--- config.mk ---
export PLATFORM = sky130hd
export DESIGN_NAME = scd_clock_divider
export DESIGN_NICKNAME = d
export VERILOG_FILES = /design/src/pkg/scd_pkg.sv /design/src/scd_clock_divider.sv
export VERILOG_INCLUDE_DIRS = /design/src /design/src/pkg
export SDC_FILE = /design/constraint.sdc
export NUM_CORES = 1
export LEC_CHECK = 0
export BUFFER_PORTS_ARGS = -buffer_cell sky130_fd_sc_hd__clkbuf_2
export CORE_MARGIN = 3
export CORE_UTILIZATION = 54
export DETAILED_ROUTE_END_ITERATION = 8
export GPL_TIMING_DRIVEN = 0
export MAX_ROUTING_LAYER = met4
export PLACE_DENSITY = 0.9
export RECOVER_POWER = 25
export REMOVE_ABC_BUFFERS = 1
export SLEW_MARGIN = 20
export SYNTH_ARGS = -nofsm -noshare
export SYNTH_HDL_FRONTEND = slang
export SYNTH_SLANG_ARGS = --single-unit
--- constraint.sdc ---
create_clock -name core_clk -period 5.65 [get_ports core_clk]
set_input_delay 1.13 -clock core_clk [delete_from_list [all_inputs] [get_ports core_clk]]
set_output_delay 1.13 -clock core_clk [all_outputs]
set_load 0.05 [all_outputs]
--- src/pkg/scd_regs.svh ---
`ifndef SCD_REGS_SVH
`define SCD_REGS_SVH

// Register offsets (byte addresses)
`define SCD_RUN_CFG_OFS 8'h60
`define SCD_SECOND_CFG_OFS 8'h70

// Run-mode configuration field positions
`define SCD_SYS_DIV_HI 26
`define SCD_SYS_DIV_LO 23
`define SCD_SYS_DIV_EN_BIT 22
`define SCD_PWM_DIV_EN_BIT 20
`define SCD_PWM_PRE_HI 19
`define SCD_PWM_PRE_LO 17
`define SCD_POWER_DOWN_BIT 13
`define SCD_FIXED_ONE_BIT 12
`define SCD_BYPASS_BIT 11

// Second configuration field positions
`define SCD_ALT_SEL_BIT 31
`define SCD_ALT_DIV_HI 28
`define SCD_ALT_DIV_LO 23

// Reset values
`define SCD_SYS_DIV_RST 4'hF
`define SCD_PWM_PRE_RST 3'h7
`define SCD_ALT_DIV_RST 6'h0F

// Smallest divisor code allowed while the PLL feeds the system
`define SCD_MIN_DIV 6'h03

`endif

--- src/pkg/scd_pkg.sv ---
package scd_pkg;

   // Effective system divisor code, divide ratio is code plus one
   typedef logic [5:0] scd_div_t;

   // PWM predivide code
   typedef logic [2:0] scd_pwm_code_t;

   // Register bus address
   typedef logic [7:0] scd_addr_t;

endpackage : scd_pkg

--- src/scd_clock_divider.sv ---
`timescale 1ns/100ps
`include "scd_regs.svh"

// Operation
// - Divide selected source by four-bit system divisor
// - PLL in use: clamp divisor to minimum
// - Without PLL, small divisors apply unclamped
// - Divider enable bit; forced on with PLL
// - Alternate select takes alternate divisor field
// - PWM divider enable picks predivider output
// - Predivide codes give /2 to /64
// - PWM ticks coincide with system ticks
// - Power-down bit drives PLL input directly
// - Bypass clocks system from oscillator directly
module scd_clock_divider (
   // Clock and reset
   input wire logic core_clk,
   input wire logic reset,
   // Register port
   input wire scd_pkg::scd_addr_t addr,
   input wire logic [31:0] wr_data,
   input wire logic wr_strobe,
   input wire logic rd_strobe,
   output logic [31:0] rd_data,
   // PLL side
   input wire logic pll_tick,
   output logic pll_power_down,
   // Generated clock enables
   output logic sys_clk_tick,
   output logic pwm_clk_tick
);
   import scd_pkg::*;

   //------------------------------------------------------------
   // Configuration storage
   //------------------------------------------------------------
   logic [3:0] system_divisor;
   logic system_divider_enable;
   logic pwm_divider_enable;
   scd_pwm_code_t pwm_predivide;
   logic bypass;
   logic alt_config_select;
   scd_div_t alt_system_divisor;

   // Address decode
   wire sel_run = (addr == `SCD_RUN_CFG_OFS);
   wire sel_second = (addr == `SCD_SECOND_CFG_OFS);
   wire wr_run = wr_strobe & sel_run;
   wire wr_second = wr_strobe & sel_second;

   // Only defined fields store; reserved positions are never written
   // reserved ignore writes
   always_ff @(posedge core_clk or posedge reset) begin
      if (reset) begin
         system_divisor <= `SCD_SYS_DIV_RST;
         system_divider_enable <= 1'b0;
         pwm_divider_enable <= 1'b0;
         pwm_predivide <= `SCD_PWM_PRE_RST;
         pll_power_down <= 1'b1;
         bypass <= 1'b1;
      end else if (wr_run) begin
         system_divisor <= wr_data[`SCD_SYS_DIV_HI:`SCD_SYS_DIV_LO];
         system_divider_enable <= wr_data[`SCD_SYS_DIV_EN_BIT];
         pwm_divider_enable <= wr_data[`SCD_PWM_DIV_EN_BIT];
         pwm_predivide <= wr_data[`SCD_PWM_PRE_HI:`SCD_PWM_PRE_LO];
         pll_power_down <= wr_data[`SCD_POWER_DOWN_BIT];
         bypass <= wr_data[`SCD_BYPASS_BIT];
      end
   end

   // Second configuration register
   always_ff @(posedge core_clk or posedge reset) begin
      if (reset) begin
         alt_config_select <= 1'b0;
         alt_system_divisor <= `SCD_ALT_DIV_RST;
      end else if (wr_second) begin
         alt_config_select <= wr_data[`SCD_ALT_SEL_BIT];
         alt_system_divisor <= wr_data[`SCD_ALT_DIV_HI:`SCD_ALT_DIV_LO];
      end
   end

   //------------------------------------------------------------
   // Read path
   //------------------------------------------------------------
   logic [31:0] run_image;
   logic [31:0] second_image;
   logic [31:0] next_rd_data;

   always_comb begin
      run_image = 32'h0000_0000;
      run_image[`SCD_SYS_DIV_HI:`SCD_SYS_DIV_LO] = system_divisor;
      run_image[`SCD_SYS_DIV_EN_BIT] = system_divider_enable;
      run_image[`SCD_PWM_DIV_EN_BIT] = pwm_divider_enable;
      run_image[`SCD_PWM_PRE_HI:`SCD_PWM_PRE_LO] = pwm_predivide;
      run_image[`SCD_POWER_DOWN_BIT] = pll_power_down;
      run_image[`SCD_FIXED_ONE_BIT] = 1'b1;
      run_image[`SCD_BYPASS_BIT] = bypass;
   end

   // Alternate register image
   always_comb begin
      second_image = 32'h0000_0000;
      second_image[`SCD_ALT_SEL_BIT] = alt_config_select;
      second_image[`SCD_ALT_DIV_HI:`SCD_ALT_DIV_LO] = alt_system_divisor;
   end

   // Unmapped addresses read zero
   assign next_rd_data = !rd_strobe ? 32'h0000_0000 :
                         sel_run ? run_image :
                         sel_second ? second_image : 32'h0000_0000;

   // Data stands only in the cycle after the strobe
   always_ff @(posedge core_clk or posedge reset) begin
      if (reset) begin
         rd_data <= 32'h0000_0000;
      end else begin
         rd_data <= next_rd_data;
      end
   end

   //------------------------------------------------------------
   // PLL tick synchroniser
   //------------------------------------------------------------
   logic pll_meta;
   logic pll_sync;

   // Second stage is the only reader of the first
   always_ff @(posedge core_clk or posedge reset) begin
      if (reset) begin
         pll_meta <= 1'b0;
         pll_sync <= 1'b0;
      end else begin
         pll_meta <= pll_tick;
         pll_sync <= pll_meta;
      end
   end

   //------------------------------------------------------------
   // Divisor selection
   //------------------------------------------------------------
   wire use_pll = ~bypass;
   wire scd_div_t prog_div = alt_config_select ? alt_system_divisor :
                             {2'h0, system_divisor};
   // clamp with PLL; no clamp otherwise
   wire below_min = (prog_div < `SCD_MIN_DIV);
   wire scd_div_t eff_div = (use_pll && below_min) ? `SCD_MIN_DIV :
                            prog_div;
   wire div_used = system_divider_enable | use_pll;
   // source is oscillator (every cycle) or the PLL tick
   wire src_tick = bypass ? 1'b1 : pll_sync;

   //------------------------------------------------------------
   // System divider
   //------------------------------------------------------------
   scd_div_t sys_cnt;
   scd_div_t next_sys_cnt;
   logic next_sys_tick;
   // A shrinking divisor wraps at once rather than running to 63
   wire sys_wrap = (sys_cnt >= eff_div);

   // count source ticks up to divisor
   assign next_sys_tick = src_tick & (~div_used | sys_wrap);
   assign next_sys_cnt = !src_tick ? sys_cnt :
                         (next_sys_tick ? 6'h00 : sys_cnt + 6'h01);

   always_ff @(posedge core_clk or posedge reset) begin
      if (reset) begin
         sys_cnt <= 6'h00;
         sys_clk_tick <= 1'b0;
      end else begin
         sys_cnt <= next_sys_cnt;
         sys_clk_tick <= next_sys_tick;
      end
   end

   //------------------------------------------------------------
   // PWM predivider
   //------------------------------------------------------------
   logic [5:0] pwm_cnt;
   logic [5:0] pwm_mask;
   logic next_pwm_tick;

   // codes 5 to 7 all give /64
   assign pwm_mask = (pwm_predivide == 3'h0) ? 6'h01 :
                     (pwm_predivide == 3'h1) ? 6'h03 :
                     (pwm_predivide == 3'h2) ? 6'h07 :
                     (pwm_predivide == 3'h3) ? 6'h0F :
                     (pwm_predivide == 3'h4) ? 6'h1F : 6'h3F;

   // predivided edge only on a system tick
   wire pre_tick = next_sys_tick & ((pwm_cnt & pwm_mask) == pwm_mask);
   assign next_pwm_tick = pwm_divider_enable ? pre_tick : next_sys_tick;

   // Counter advances once per system tick
   always_ff @(posedge core_clk or posedge reset) begin
      if (reset) begin
         pwm_cnt <= 6'h00;
         pwm_clk_tick <= 1'b0;
      end else begin
         pwm_cnt <= next_sys_tick ? pwm_cnt + 6'h01 : pwm_cnt;
         pwm_clk_tick <= next_pwm_tick;
      end
   end
endmodule : scd_clock_divider

Word-level counts from Yosys, hierarchy flattened
Index checks and enable logic that the tools add are counted.

Add/sub/neg operators: 2. Magnitude comparators: 2. Equality and inequality tests: 7. Multiplexer cells: 13. Bitwise gates (word level): 9. Reductions and logical operators: 2.

Operators with widths (count): 32-bit two-way mux (3); 6-bit two-way mux (8); 8-bit by 7-bit == test with 1-bit output (second input constant) (2); 6-bit by 1-bit adder with 6-bit output (second input constant) (2); 6-bit bitwise AND (1); 3-bit by 2-bit == test with 1-bit output (second input constant) (2); 6-bit == test (1); 6-bit >= comparator (1); 6-bit by 2-bit < comparator with 1-bit output (second input constant) (1); 1-bit bitwise AND (4); 3-bit by 1-bit == test with 1-bit output (second input constant) (1); 3-bit == test (second input constant) (1); 3-bit logical NOT (1); 1-bit two-way mux (2); 1-bit NOT (2); 1-bit OR (2); 1-bit logical AND (1).

Register bits: 66. Logic and storage cells: 50.

Depth between registers and ports, before layout
Gate-level depths: netlist of the first run.

Depth after elaboration: 10. Mapped depth: 11. Depth with buffers taken out: 10.

Worst setup path before layout of the first run
Ideal clock, no wire load.

Path type: register -> register. From: register alt_config_select. To: register pwm_cnt[1]. Setup time: 125 ps. Data arrival time: 2276 ps. Path slack: 3248 ps. Stages on the path, launching flop included: 12. Buffers on the path: 1. Path through: dfrtp_1 buf_2 mux2i_1 and4_1 a211o_1 ha_1 nand2b_1 a21oi_1 o211ai_4 nand2_4 inv_4 mux2_4.

Cells in the longest elaborated chain, start to end: 7.

Ends and longest elaborated chain: from (decl) (RTL line scd_clock_divider.sv:42) `logic alt_config_select;`; from (signal assigned) (RTL line scd_clock_divider.sv:77) `` alt_config_select <= wr_data[`SCD_ALT_SEL_BIT]; ``; 6-bit two-way mux (*) (RTL line scd_clock_divider.sv:142) `wire scd_div_t prog_div = alt_config_select ? alt_system_divisor :`; 6-bit by 2-bit < comparator with 1-bit output (no line); 1-bit logical AND (RTL line scd_clock_divider.sv:146) `` wire scd_div_t eff_div = (use_pll && below_min) ? `SCD_MIN_DIV : ``; 6-bit two-way mux (*) (RTL line scd_clock_divider.sv:146); 6-bit >= comparator (*) (RTL line scd_clock_divider.sv:159) `wire sys_wrap = (sys_cnt >= eff_div);`; 1-bit OR (*) (RTL line scd_clock_divider.sv:162) `assign next_sys_tick = src_tick & (~div_used | sys_wrap);`; 1-bit bitwise AND (*) (RTL line scd_clock_divider.sv:162); net next_sys_tick (RTL line scd_clock_divider.sv:157) `logic next_sys_tick;`; to (signal assigned) (RTL line scd_clock_divider.sv:200) `pwm_cnt <= next_sys_tick ? pwm_cnt + 6'h01 : pwm_cnt;`; to (decl) (RTL line scd_clock_divider.sv:179) `logic [5:0] pwm_cnt;`.

The timed path passes the listed nets; every way through them passes the cells marked *. A chain may end at the register's enable or synchronous reset.

==> results of run 1 <==
==> placed cells by master, fill, tap and decap left out, types with 2 or more instances in the layout <==
cell type and n:
dfstp_2 13, mux2_2 8, or3_1 2, clkbuf_8 5, nand4_1 3, inv_1 3, a22o_1 4, a21o_1 3
nand3_1 2, conb_1 17, nor2_1 5, mux2i_1 2, clkbuf_2 44, xnor2_1 5, nand2_1 10, and4_1 3
o21ai_0 4, clkinv_2 2, nor2b_1 2, a211o_1 2, a21oi_1 4, and2_1 10, ha_1 8, mux2_4 11
dfrtp_1 36, xor2_1 2
==> worst max path at each step <==
stage / cells after the start / start / slack [ps] / end
2_1_floorplan: 10 / alt_config_select / 3240 / pwm_cnt[1]
3_3_place_gp: 2 / reset / 2850 / pwm_cnt[0]
3_5_place_dp: 5 / addr[7] / 2970 / pwm_divider_enable
4_1_cts: 10 / alt_config_select / 2950 / pwm_cnt[1]
5_1_grt: 3 / reset / 2520 / pwm_cnt[1]
6_report: 3 / reset / 2930 / pwm_cnt[0]
==> layer usage <==
layer / vias to the layer above / track usage
met2: 72 / 0.296
li1: 691 / -
met4: 0 / 0.0981
met5: - / -
met3: 9 / 0.0540
met1: 737 / 0.197
==> area by class of cell <==
cell class	instances	area [µm²]
tap	50	62.6
clock inverter	3	17.5
fill	323	1470
timing repair buffer	45	224
clock buffer	5	68.8
inverter	4	17.5
sequential	49	1240
multi-input combinational	124	1020
==> where the power goes <==
group	internal, mW	switching (mW)	total [mW]
Combinational	0.108	0.162	0.270
Sequential	0.398	0.0477	0.446
Clock	0.0855	0.116	0.201
==> cells by family after synthesis <==
group           Yosys count  share of synthesized area
other cells               1                    0.00158
buf+inv                  26                     0.0753
simple gates             49                      0.139
fa+ha+maj                 8                     0.0421
compound gates           22                     0.0774
xor+xnor                  7                     0.0258
flops                    49                      0.523
mux                      21                      0.116
==> sequential cells by signal, indices dropped and copies added (netlist names) <==
| signal | count |
|---|---|
| pll_power_down | 1 |
| system_divider_enable | 1 |
| pwm_divider_enable | 1 |
| pwm_predivide | 3 |
| alt_system_divisor | 6 |
| pwm_cnt | 6 |
| sys_clk_tick | 1 |
| pll_meta | 1 |
| sys_cnt | 6 |
| pll_sync | 1 |
| rd_data | 15 |
| system_divisor | 4 |
| pwm_clk_tick | 1 |
| alt_config_select | 1 |
| bypass | 1 |
==> worst reg2reg max path, stage by stage, from the launching register on <==
cell,delay [ps]
dfrtp_1,590
mux2i_1,180
and4_1,250
a211o_1,280
ha_1,270
nand2b_1,150
a21oi_1,250
o211ai_4,180
nand2_4,130
inv_4,50
mux2_4,280
==> metrics by stage <==
| stage | hold slack (ps) | area (µm²) |
|---|---|---|
| final | 352 | 2650 |
| after global routing | 367 | 2650 |
| after CTS | 354 | 2670 |
| after detailed placement | 335 | 2580 |
| after global placement | 335 | 2560 |
| after floorplan | 331 | 2280 |
==> run_results.csv, run 1 <==
group,metric,value,unit
clock_network,cts.sink_count,49,
grt,grt_first_pass_wirelength,6.98,mm
final_layout,stdcell_count,280,
timing,max_slew.worst_pin.slew,1390,ps
place,dp_hpwl,3.19,mm
yosys,synth_edf_count,0,
power_and_ir_drop,peakVddDrop,0.152,mV
job,maxCapViolCount,0,
critical_path,crit_type,"in2async",
floorplanning,die_w,72.4,µm
clock_network,hold_buffers,0,
final_layout,drive_gt1_frac,0.404,
detailed_routing,routedLengthMet1,1.64,mm
critical_path,r2r-start,"alt_config_select",
critical_path,r2r-end,"pwm_cnt[1]",
critical_path,crit_chain,"clkbuf_2 > inv_1 > clkbuf_1",
critical_path,cp.arrival,2900,ps
power_and_ir_drop,power_density,346,mW/mm²
yosys,netlist.area_leader.share,0.379,
yosys,synth_most_common_cell,"dfrtp_1",
clock_network,clockRootBuffer,"clkbuf_8",
grt,antenna_found_initial,0,
clock_network,clk_pin_slew,80,ps
timing,clock_skew,10.0,ps
critical_path,worst-path-buf-inv,3,
clock_network,cts_buffer_depth,2,
grt,grt_max_degree,28,
hold_path,worst_hold_path_type,"reg2reg",
clock_network,clock_latency,310,ps
timing,fin_tns_setup,0,ps
clock_network,cts_buffers,5,
clock_network,tritoncts,"yes",
detailed_routing,vias,1509,
final_layout,fin_nets,282,
detailed_routing,drt-initial-drc-count,109,
yosys,ys_warn_count,0,
timing,final_max_slew_viol_count,0,
yosys,ys_seq_area_frac,0.523,
power_and_ir_drop,p_leak,1.36,nW
timing,hold_viol,0,
power_and_ir_drop,p_total,0.917,mW
detailed_routing,avgViaCountPerCell,5.39,
detailed_routing,routed_wirelength,4.27,mm
critical_path,required,5840,ps
place,dp_cells,272,
critical_path,reg2regPathDepth,10,
timing,clock.fmax,0.368,GHz
clock_network,cts_setup_buffers,0,
floorplanning,rows,23,
yosys,ys_top_cells_by_area,"dfrtp_1 (38%), dfstp_2 (14%), mux2_4 (6.9%)",
timing,rsz0062_at_grt,"no",
yosys,yosysUniqueCellTypes,44,
detailed_routing,ant_nets,0,
yosys,avgSynthCellArea,13.0,µm²
detailed_routing,wl_met3,343,µm
grt,grt_pass1_vias,1542,
hold_path,hp-start,"pll_meta",
final_layout,antenna_cells,0,
critical_path,cp-end-kind,"async pin",
yosys,synthesis.area,0.00238,mm²
yosys,synth_flop_cell,"dfrtp_1",
floorplanning,design.portCount,80,
detailed_routing,drc_errors,0,
yosys,synth_top_cell_by_area,"dfrtp_1",
clock_network,ctsResizeCount,0,
hold_path,min_to,"pll_sync",
place,port_buffers,44,
final_layout,areaGrowthSynthToFinish,11.4,%
yosys,ys_async_sr_fraction,1.00,
critical_path,r2r_setup_slack,2930,ps
detailed_routing,wl_per_cell,15.2,µm
detailed_routing,topRoutingLayerUsed,"met4",
critical_path,critical_path_peak_fanout,27,
hold_path,hold_depth,0,
timing,max_slew_margin,0.0731,
timing,layout_min_cycle_time,2720,ps
yosys,synth_seq_cells,49,
detailed_routing,dr.pass1.iters,4,
timing,period_share,0.481,
place,gp_congestion,0.864,
floorplanning,die_y,72.4,µm
floorplanning,initial_core_util,0.578,
grt,grt_usage,0.181,
timing,setup_viol,0,
grt,overflow,0,
floorplanning,dieArea,0.00523,mm²
place,dp_slack,2970,ps
timing,setup_ws,2930,ps
run_status,status,"finished, final reports clean",
yosys,synth_common_cells,"dfrtp_1 (36), buf_4 (18), dfstp_2 (13), mux2_4 (11)",
final_layout,final_core_util,0.644,
critical_path,cpMaxStageDelayCell,"clkbuf_1",
yosys,syn_inst,183,
critical_path,max_stage_delay,1080,ps
clock_network,cts_htree_levels,2,
critical_path,crit_family,"buffers and inverters",
critical_path,cp-start-kind,"primary input",
detailed_routing,route.met2.wl,2.20,mm
floorplanning,core-area,0.00412,mm²
No activity file was read; power rests on OpenSTA's default activity.
==> run 2, diff against run 1 <==
ABC_AREA = 1   (was not set)
CORE_UTILIZATION = 51   (was 54)
PLACE_DENSITY = 0.85   (was 0.9)
clock period = 2.7 ns   (was 5.65 ns; I/O delays follow)
==> run 2 against run 1 <==
Compared with the run above:
- hold slack worse by 55 ps
- setup slack worse by 2400 ps
- register-to-register slack worse by 2400 ps
- flip-flop and latch count unchanged
- via count up 26%
- combinational power up 110%
- critical path depth up 10
- clock skew about the same
==> run_results.csv, run 2 <==
group,metric,value,unit
timing,max_slew_margin,0.102,
final_layout,multi_input_area,0.00105,mm²
critical_path,cp-start-kind,"register",
final_layout,nFillCells,405,
detailed_routing,vias,1900,
detailed_routing,drc_errors,0,
grt,grt_max_degree,32,
final_layout,antenna_cells,0,
clock_network,cts_buffer_depth,2,
clock_network,cts_htree_levels,2,
final_layout,final_cell_mix,"nand2_1 (87), clkbuf_2 (44), inv_1 (37), dfrtp_1 (36)",
clock_network,clk_pin_slew,90,ps
clock_network,ctsResizeCount,0,
run_status,status,"finished, final reports clean",
grt,grt_pass1_vias,1912,
yosys,ys_seq_area_frac,0.484,
critical_path,cp-end-kind,"register",
power_and_ir_drop,p_leak,1.58,nW
critical_path,cp.arrival,2400,ps
grt,antenna_found_initial,0,
final_layout,stdcell_count,414,
critical_path,required,2940,ps
yosys,netlist.area_leader.share,0.351,
critical_path,cpMostUsedCell,"nand2_1",
critical_path,critical_path_peak_fanout,10,
yosys,ys_async_sr_fraction,1.00,
yosys,ys_top_cells_by_area,"dfrtp_1 (35%), dfstp_2 (13%), nand2_1 (13%)",
power_and_ir_drop,power_density,692,mW/mm²
yosys,synth_seq_cells,49,
critical_path,worst-path-buf-inv,2,
final_layout,areaGrowthSynthToFinish,13.1,%
clock_network,clock_latency,310,ps
yosys,synth_most_common_cell,"nand2_1",
final_layout,largest_register,"rd_data",
timing,period_share,0.800,
clock_network,cts_buffers,5,
floorplanning,die_w,77.0,µm
detailed_routing,routed_wirelength,4.65,mm
timing,fin_tns_setup,0,ps
place,port_buffers,44,
critical_path,max_stage_delay,490,ps
yosys,yosysUniqueCellTypes,36,
timing,hold_slack,297,ps
clock_network,hold_buffers,0,
critical_path,crit_type,"reg2reg",
job,maxCapViolCount,0,
place,dp_cells,406,
detailed_routing,wl_per_cell,11.2,µm
final_layout,largest_register_ffs,15,
timing,rsz0062_at_grt,"no",
place,dp_hpwl,3.60,mm
final_layout,fin_nets,399,
timing,hold_viol,0,
detailed_routing,avgViaCountPerCell,4.59,
yosys,avgSynthCellArea,8.59,µm²
yosys,syn_inst,299,
timing,clock_skew,9.87,ps
floorplanning,die_y,77.0,µm
yosys,synth_common_cells,"nand2_1 (87), inv_1 (37), dfrtp_1 (36), nand3_1 (20), nor2_1 (20)",
final_layout,final_core_util,0.607,
final_layout,seqCellArea,0.00124,mm²
timing,setup_ws,540,ps
clock_network,cts.sink_count,49,
grt,grt_first_pass_wirelength,8.28,mm
final_layout,final_common_cell,"nand2_1",
yosys,synthesis.area,0.00257,mm²
final_layout,drive_gt1_frac,0.265,
critical_path,crit_chain,"o21ai_0 > nand4_1 > o211ai_1 > ha_1 > inv_1 > nand2_1 > nand2_1 > nand2_1 > nand2_1 > nand2_2 > nand2_4 > inv_2 > nor2_1",
power_and_ir_drop,peakVddDrop,0.325,mV
yosys,synth_flop_cell,"dfrtp_1",
timing,setup_viol,0,
floorplanning,initial_core_util,0.536,
floorplanning,rows,25,
grt,grt_usage,0.181,
clock_network,tritoncts,"yes",
detailed_routing,dr.pass1.iters,4,
detailed_routing,drt-initial-drc-count,119,
timing,max_slew.worst_pin.slew,1350,ps
place,gp_congestion,0.858,
critical_path,cpMaxStageDelayCell,"dfrtp_1",
yosys,synth_top_cell_by_area,"dfrtp_1",
detailed_routing,ant_nets,0,
timing,layout_min_cycle_time,2160,ps
yosys,synth_edf_count,0,
place,dp_slack,575,ps
yosys,ys_warn_count,0,
timing,final_max_slew_viol_count,0,
floorplanning,design.portCount,80,
timing,clock.fmax,0.463,GHz
floorplanning,core-area,0.00479,mm²
floorplanning,dieArea,0.00592,mm²
critical_path,crit_family,"simple AND/OR/NAND/NOR gates",
hold_path,worst_hold_path_type,"in2async",
clock_network,clockRootBuffer,"clkbuf_8",
clock_network,cts_setup_buffers,0,
grt,overflow,0,
[run 2: cell count changes after synthesis, sizes merged, moves of 3 or more]
| cell | before | now |
|---|---|---|
| xnor2 | 5 | 1 |
| a22o | 4 | 0 |
| nand3 | 3 | 22 |
| o21ai | 4 | 14 |
| nor2 | 5 | 30 |
| and4 | 3 | 0 |
| inv | 4 | 44 |
| and2 | 11 | 0 |
| o21bai | 0 | 3 |
| mux2 | 19 | 0 |
| nand2 | 11 | 90 |
[run 2: worst reg2reg max path, delay by kind of cell, from the launching register on]
family / cells / cell delay, ps
fa+ha+maj: 1 / 260
flops: 1 / 490
buf+inv: 2 / 130
simple gates: 8 / 760
compound gates: 2 / 440
[run 2: path summary, 6_finish.rpt]
| check | end | slack (ps) | cells after the start | from |
|---|---|---|---|---|
| setup / recovery | sys_cnt[2] | 540 | 13 | alt_config_select |
| min in group core_clk | pll_meta | 330 | 1 | pll_tick |
| hold reg to reg | pll_sync | 360 | 0 | pll_meta |
| hold / removal | alt_config_select | 300 | 2 | reset |
| max in group asynchronous | rd_data[17] | 610 | 3 | reset |
| setup reg to reg | sys_cnt[2] | 540 | 13 | alt_config_select |
[run 2: where the power goes]
group	switching (mW)	internal, mW	total [mW]	leakage [nW]
clock network	0.244	0.301	0.545	0.0574
registers	0.0758	0.826	0.901	0.621
logic	0.385	0.178	0.563	0.905
total	0.705	1.30	2.01	1.58
[run 2: routing by layer]
layer | vias up | share of wire | track usage
li1 | 984 | - | -
met1 | 870 | 0.43 | 0.200
met2 | 38 | 0.50 | 0.313
met3 | 8 | 0.048 | 0.0469
met4 | 0 | 0.019 | 0.0670
met5 | - | 0 | -
[run 2: logic make-up after synthesis]
kind of cell	share of synthesized area
fa+ha+maj	0.0390
compound gates	0.0570
flops	0.484
other cells	0.00146
simple gates	0.275
xor+xnor	0.0136
buf+inv	0.130
[run 2: final cells by class]
type / instances / area share
Sequential cell: 49 / 0.428
Multi-Input combinational cell: 201 / 0.362
Timing Repair Buffer: 45 / 0.0801
Inverter: 44 / 0.0595
Tap cell: 67 / 0.0289
Clock buffer: 6 / 0.0284
Clock inverter: 2 / 0.0129
[run 2: stage by stage]
stage | power (mW) | cell area (µm²)
floorplan | 1.35 | 2470
global placement | 1.45 | 2770
detailed placement | 1.48 | 2790
CTS | 2.04 | 2910
global route | 2.15 | 2900
finish | 2.01 | 2900
==> run 3, diff against run 2 <==
CORE_UTILIZATION = 46   (was 51)
PLACE_DENSITY = 0.81   (was 0.85)
clock period = 1.8 ns   (was 2.7 ns; I/O delays follow)
==> run 3 against run 2 <==
Compared with the run above:
- hold slack got worse by 160 ps
- global-route usage down 2.2 points
- power rose by 49%
- routed wire length increased by 4.4%
- flip-flop and latch count is the same
- register-to-register slack worse by 780 ps
- non-clock buffer count increased by 7
- final area grew 3.5%
- core utilization is 3.3 points lower
- sequential share of layout area is 1.4 points lower
- the flow now finishes with violations (negative setup slack)
==> run_results.csv, run 3 (synthesis gave the netlist of run 2 again) <==
group,metric,value,unit
run_status,status,"finished, violations left",
run_status,violations,"negative setup slack",
power_and_ir_drop,power_density,995,mW/mm²
critical_path,max_stage_delay,550,ps
place,dp_slack,-375,ps
job,maxCapViolCount,0,
grt,overflow,0,
hold_path,worst_hold_path_type,"in2async",
critical_path,crit_type,"reg2reg",
power_and_ir_drop,p_leak,1.61,nW
critical_path,crit_chain,"inv_2 > nand2_2 > o21ai_2 > buf_4 > buf_4 > ha_1 > nand2_1 > a21oi_1 > nor2_1 > nand2_4 > nand2_8 > inv_8 > nor2_1",
detailed_routing,drc_errors,0,
final_layout,nFillCells,465,
timing,hold_slack,136,ps
timing,max_slew.worst_pin.slew,743,ps
critical_path,cpMaxStageDelayCell,"dfstp_2",
floorplanning,die_w,80.7,µm
timing,setup_ws,-243,ps
timing,fin_tns_setup,-3000,ps
timing,layout_min_cycle_time,2040,ps
critical_path,cp-start-kind,"register",
detailed_routing,avgViaCountPerCell,4.65,
critical_path,reg2regPathDepth,13,
grt,grt_pass1_vias,1844,
floorplanning,rows,26,
place,dp_cells,409,
power_and_ir_drop,internal_power,1.87,mW
timing,period_share,1.13,
place,gp_congestion,0.805,
clock_network,clockRootBuffer,"clkbuf_8",
grt,grt_usage,0.159,
timing,max_slew_margin,0.505,
power_and_ir_drop,swShare,0.375,
place,dp_hpwl,3.70,mm
grt,grt_max_degree,32,
final_layout,final_cell_mix,"nand2_1 (76), clkbuf_2 (45), inv_1 (35), dfrtp_1 (35), nand3_1 (20)",
floorplanning,initial_core_util,0.490,
critical_path,cp.arrival,2260,ps
timing,clock.fmax,0.490,GHz
power_and_ir_drop,power.switching,1.12,mW
timing,final_max_slew_viol_count,0,
grt,grt_first_pass_wirelength,7.94,mm
power_and_ir_drop,peakVddDrop,0.721,mV
clock_network,cts_buffers,5,
detailed_routing,drt-initial-drc-count,129,
floorplanning,core-area,0.00524,mm²
final_layout,stdcell_count,423,
critical_path,r2r-end,"sys_cnt[2]",
critical_path,required,2020,ps
critical_path,cp-startpoint,"alt_system_divisor[3]",
clock_network,cts_buffer_depth,2,
final_layout,fin_nets,406,
critical_path,r2r_setup_slack,-240,ps
detailed_routing,wl_per_cell,11.5,µm
final_layout,final_core_util,0.574,
place,port_buffers,44,
detailed_routing,ant_nets,0,
critical_path,endpoint,"sys_cnt[2]",
floorplanning,die_y,80.7,µm
clock_network,cts_htree_levels,2,
clock_network,clk_pin_slew,80,ps
clock_network,clock_latency,290,ps
timing,rsz0062_at_grt,"yes",
final_layout,largest_register_ffs,15,
power_and_ir_drop,p_comb_frac,0.336,
detailed_routing,vias,1966,
floorplanning,design.portCount,80,
timing,setup_viol,14,
detailed_routing,dr.pass1.iters,4,
power_and_ir_drop,power.share.clock,0.209,
timing,hold_viol,0,
clock_network,cts.sink_count,49,
final_layout,final_common_cell,"nand2_1",
clock_network,tritoncts,"yes",
critical_path,r2r-start,"alt_system_divisor[3]",
floorplanning,dieArea,0.00651,mm²
final_layout,largest_register,"rd_data",
grt,antenna_found_initial,0,
final_layout,areaGrowthSynthToFinish,17.1,%
critical_path,cp-end-kind,"register",
timing,clock_skew,4.70,ps
detailed_routing,routed_wirelength,4.86,mm
power_and_ir_drop,p_seq_frac,0.455,
final_layout,drive_gt1_frac,0.334,
final_layout,antenna_cells,0,
critical_path,critical_path_peak_fanout,8,
[run 3: cell types whose count changed in the layout (fill, tap and decap cells not counted), moves of 2 or more]
cell | previous run | this run
nand2_1 | 87 | 76
nand2_2 | 1 | 10
buf_4 | 0 | 6
nor2_1 | 20 | 17
o21ai_0 | 4 | 1
inv_1 | 37 | 35
nor2_4 | 1 | 3
o21ai_2 | 3 | 5
[run 3: metal layers]
metal / up-vias / wire length (µm) / GRT usage
met2: 55 / 2540 / 0.271
met3: 2 / 269 / 0.0381
met1: 915 / 2030 / 0.189
met5: - / 0 / -
met4: 0 / 16 / 0.0405
li1: 994 / - / -
[run 3: repair_timing]
item                                    CTS  global route
hold buffers                              0             0
setup buffers                             3             4
endpoints found under the setup margin   14            14
gates resized for setup                  19            15
pin swaps                                 6             9
[run 3: area by class of cell]
cell class,count,area (µm²),area share
Sequential cell,49,1240,0.414
Multi-Input combinational cell,201,1130,0.375
Timing Repair Buffer,52,282,0.0936
Inverter,44,180,0.0599
Tap cell,70,87.6,0.0291
Clock buffer,7,86.3,0.0287
[run 3: worst min path at each step]
| stage | start | endpoint | slack [ps] |
|---|---|---|---|
| CTS | reset | sys_cnt[4] | 50 |
| global route | pll_tick | pll_meta | 160 |
| global placement | pll_meta | pll_sync | 330 |
| floorplan | pll_meta | pll_sync | 330 |
| detailed placement | pll_meta | pll_sync | 340 |
| finish | reset | sys_cnt[3] | 140 |
[run 3: power by group through the flow]
stage          sequential [mW]  clock, mW  combinational [mW]
5_1_grt                   1.38      0.700                1.13
6_report                  1.36      0.626                1.01
4_1_cts                   1.35      0.652               0.973
2_1_floorplan             1.43          0               0.593
3_3_place_gp              1.37          0               0.818
3_5_place_dp              1.37          0               0.864
[run 3: per-stage QoR]
stage / power, mW / cell area, µm²
2_1_floorplan: 2.02 / 2470
3_3_place_gp: 2.18 / 2780
3_5_place_dp: 2.24 / 2800
4_1_cts: 2.98 / 2950
5_1_grt: 3.21 / 3010
6_report: 2.99 / 3010
[run 3: worst max-delay path: cells and delay by family (launching register included)]
kind	cells	cell delay [ps]
simple gates	6	680
compound gates	2	110
fa+ha+maj	1	280
flops	1	550
buf+inv	4	340
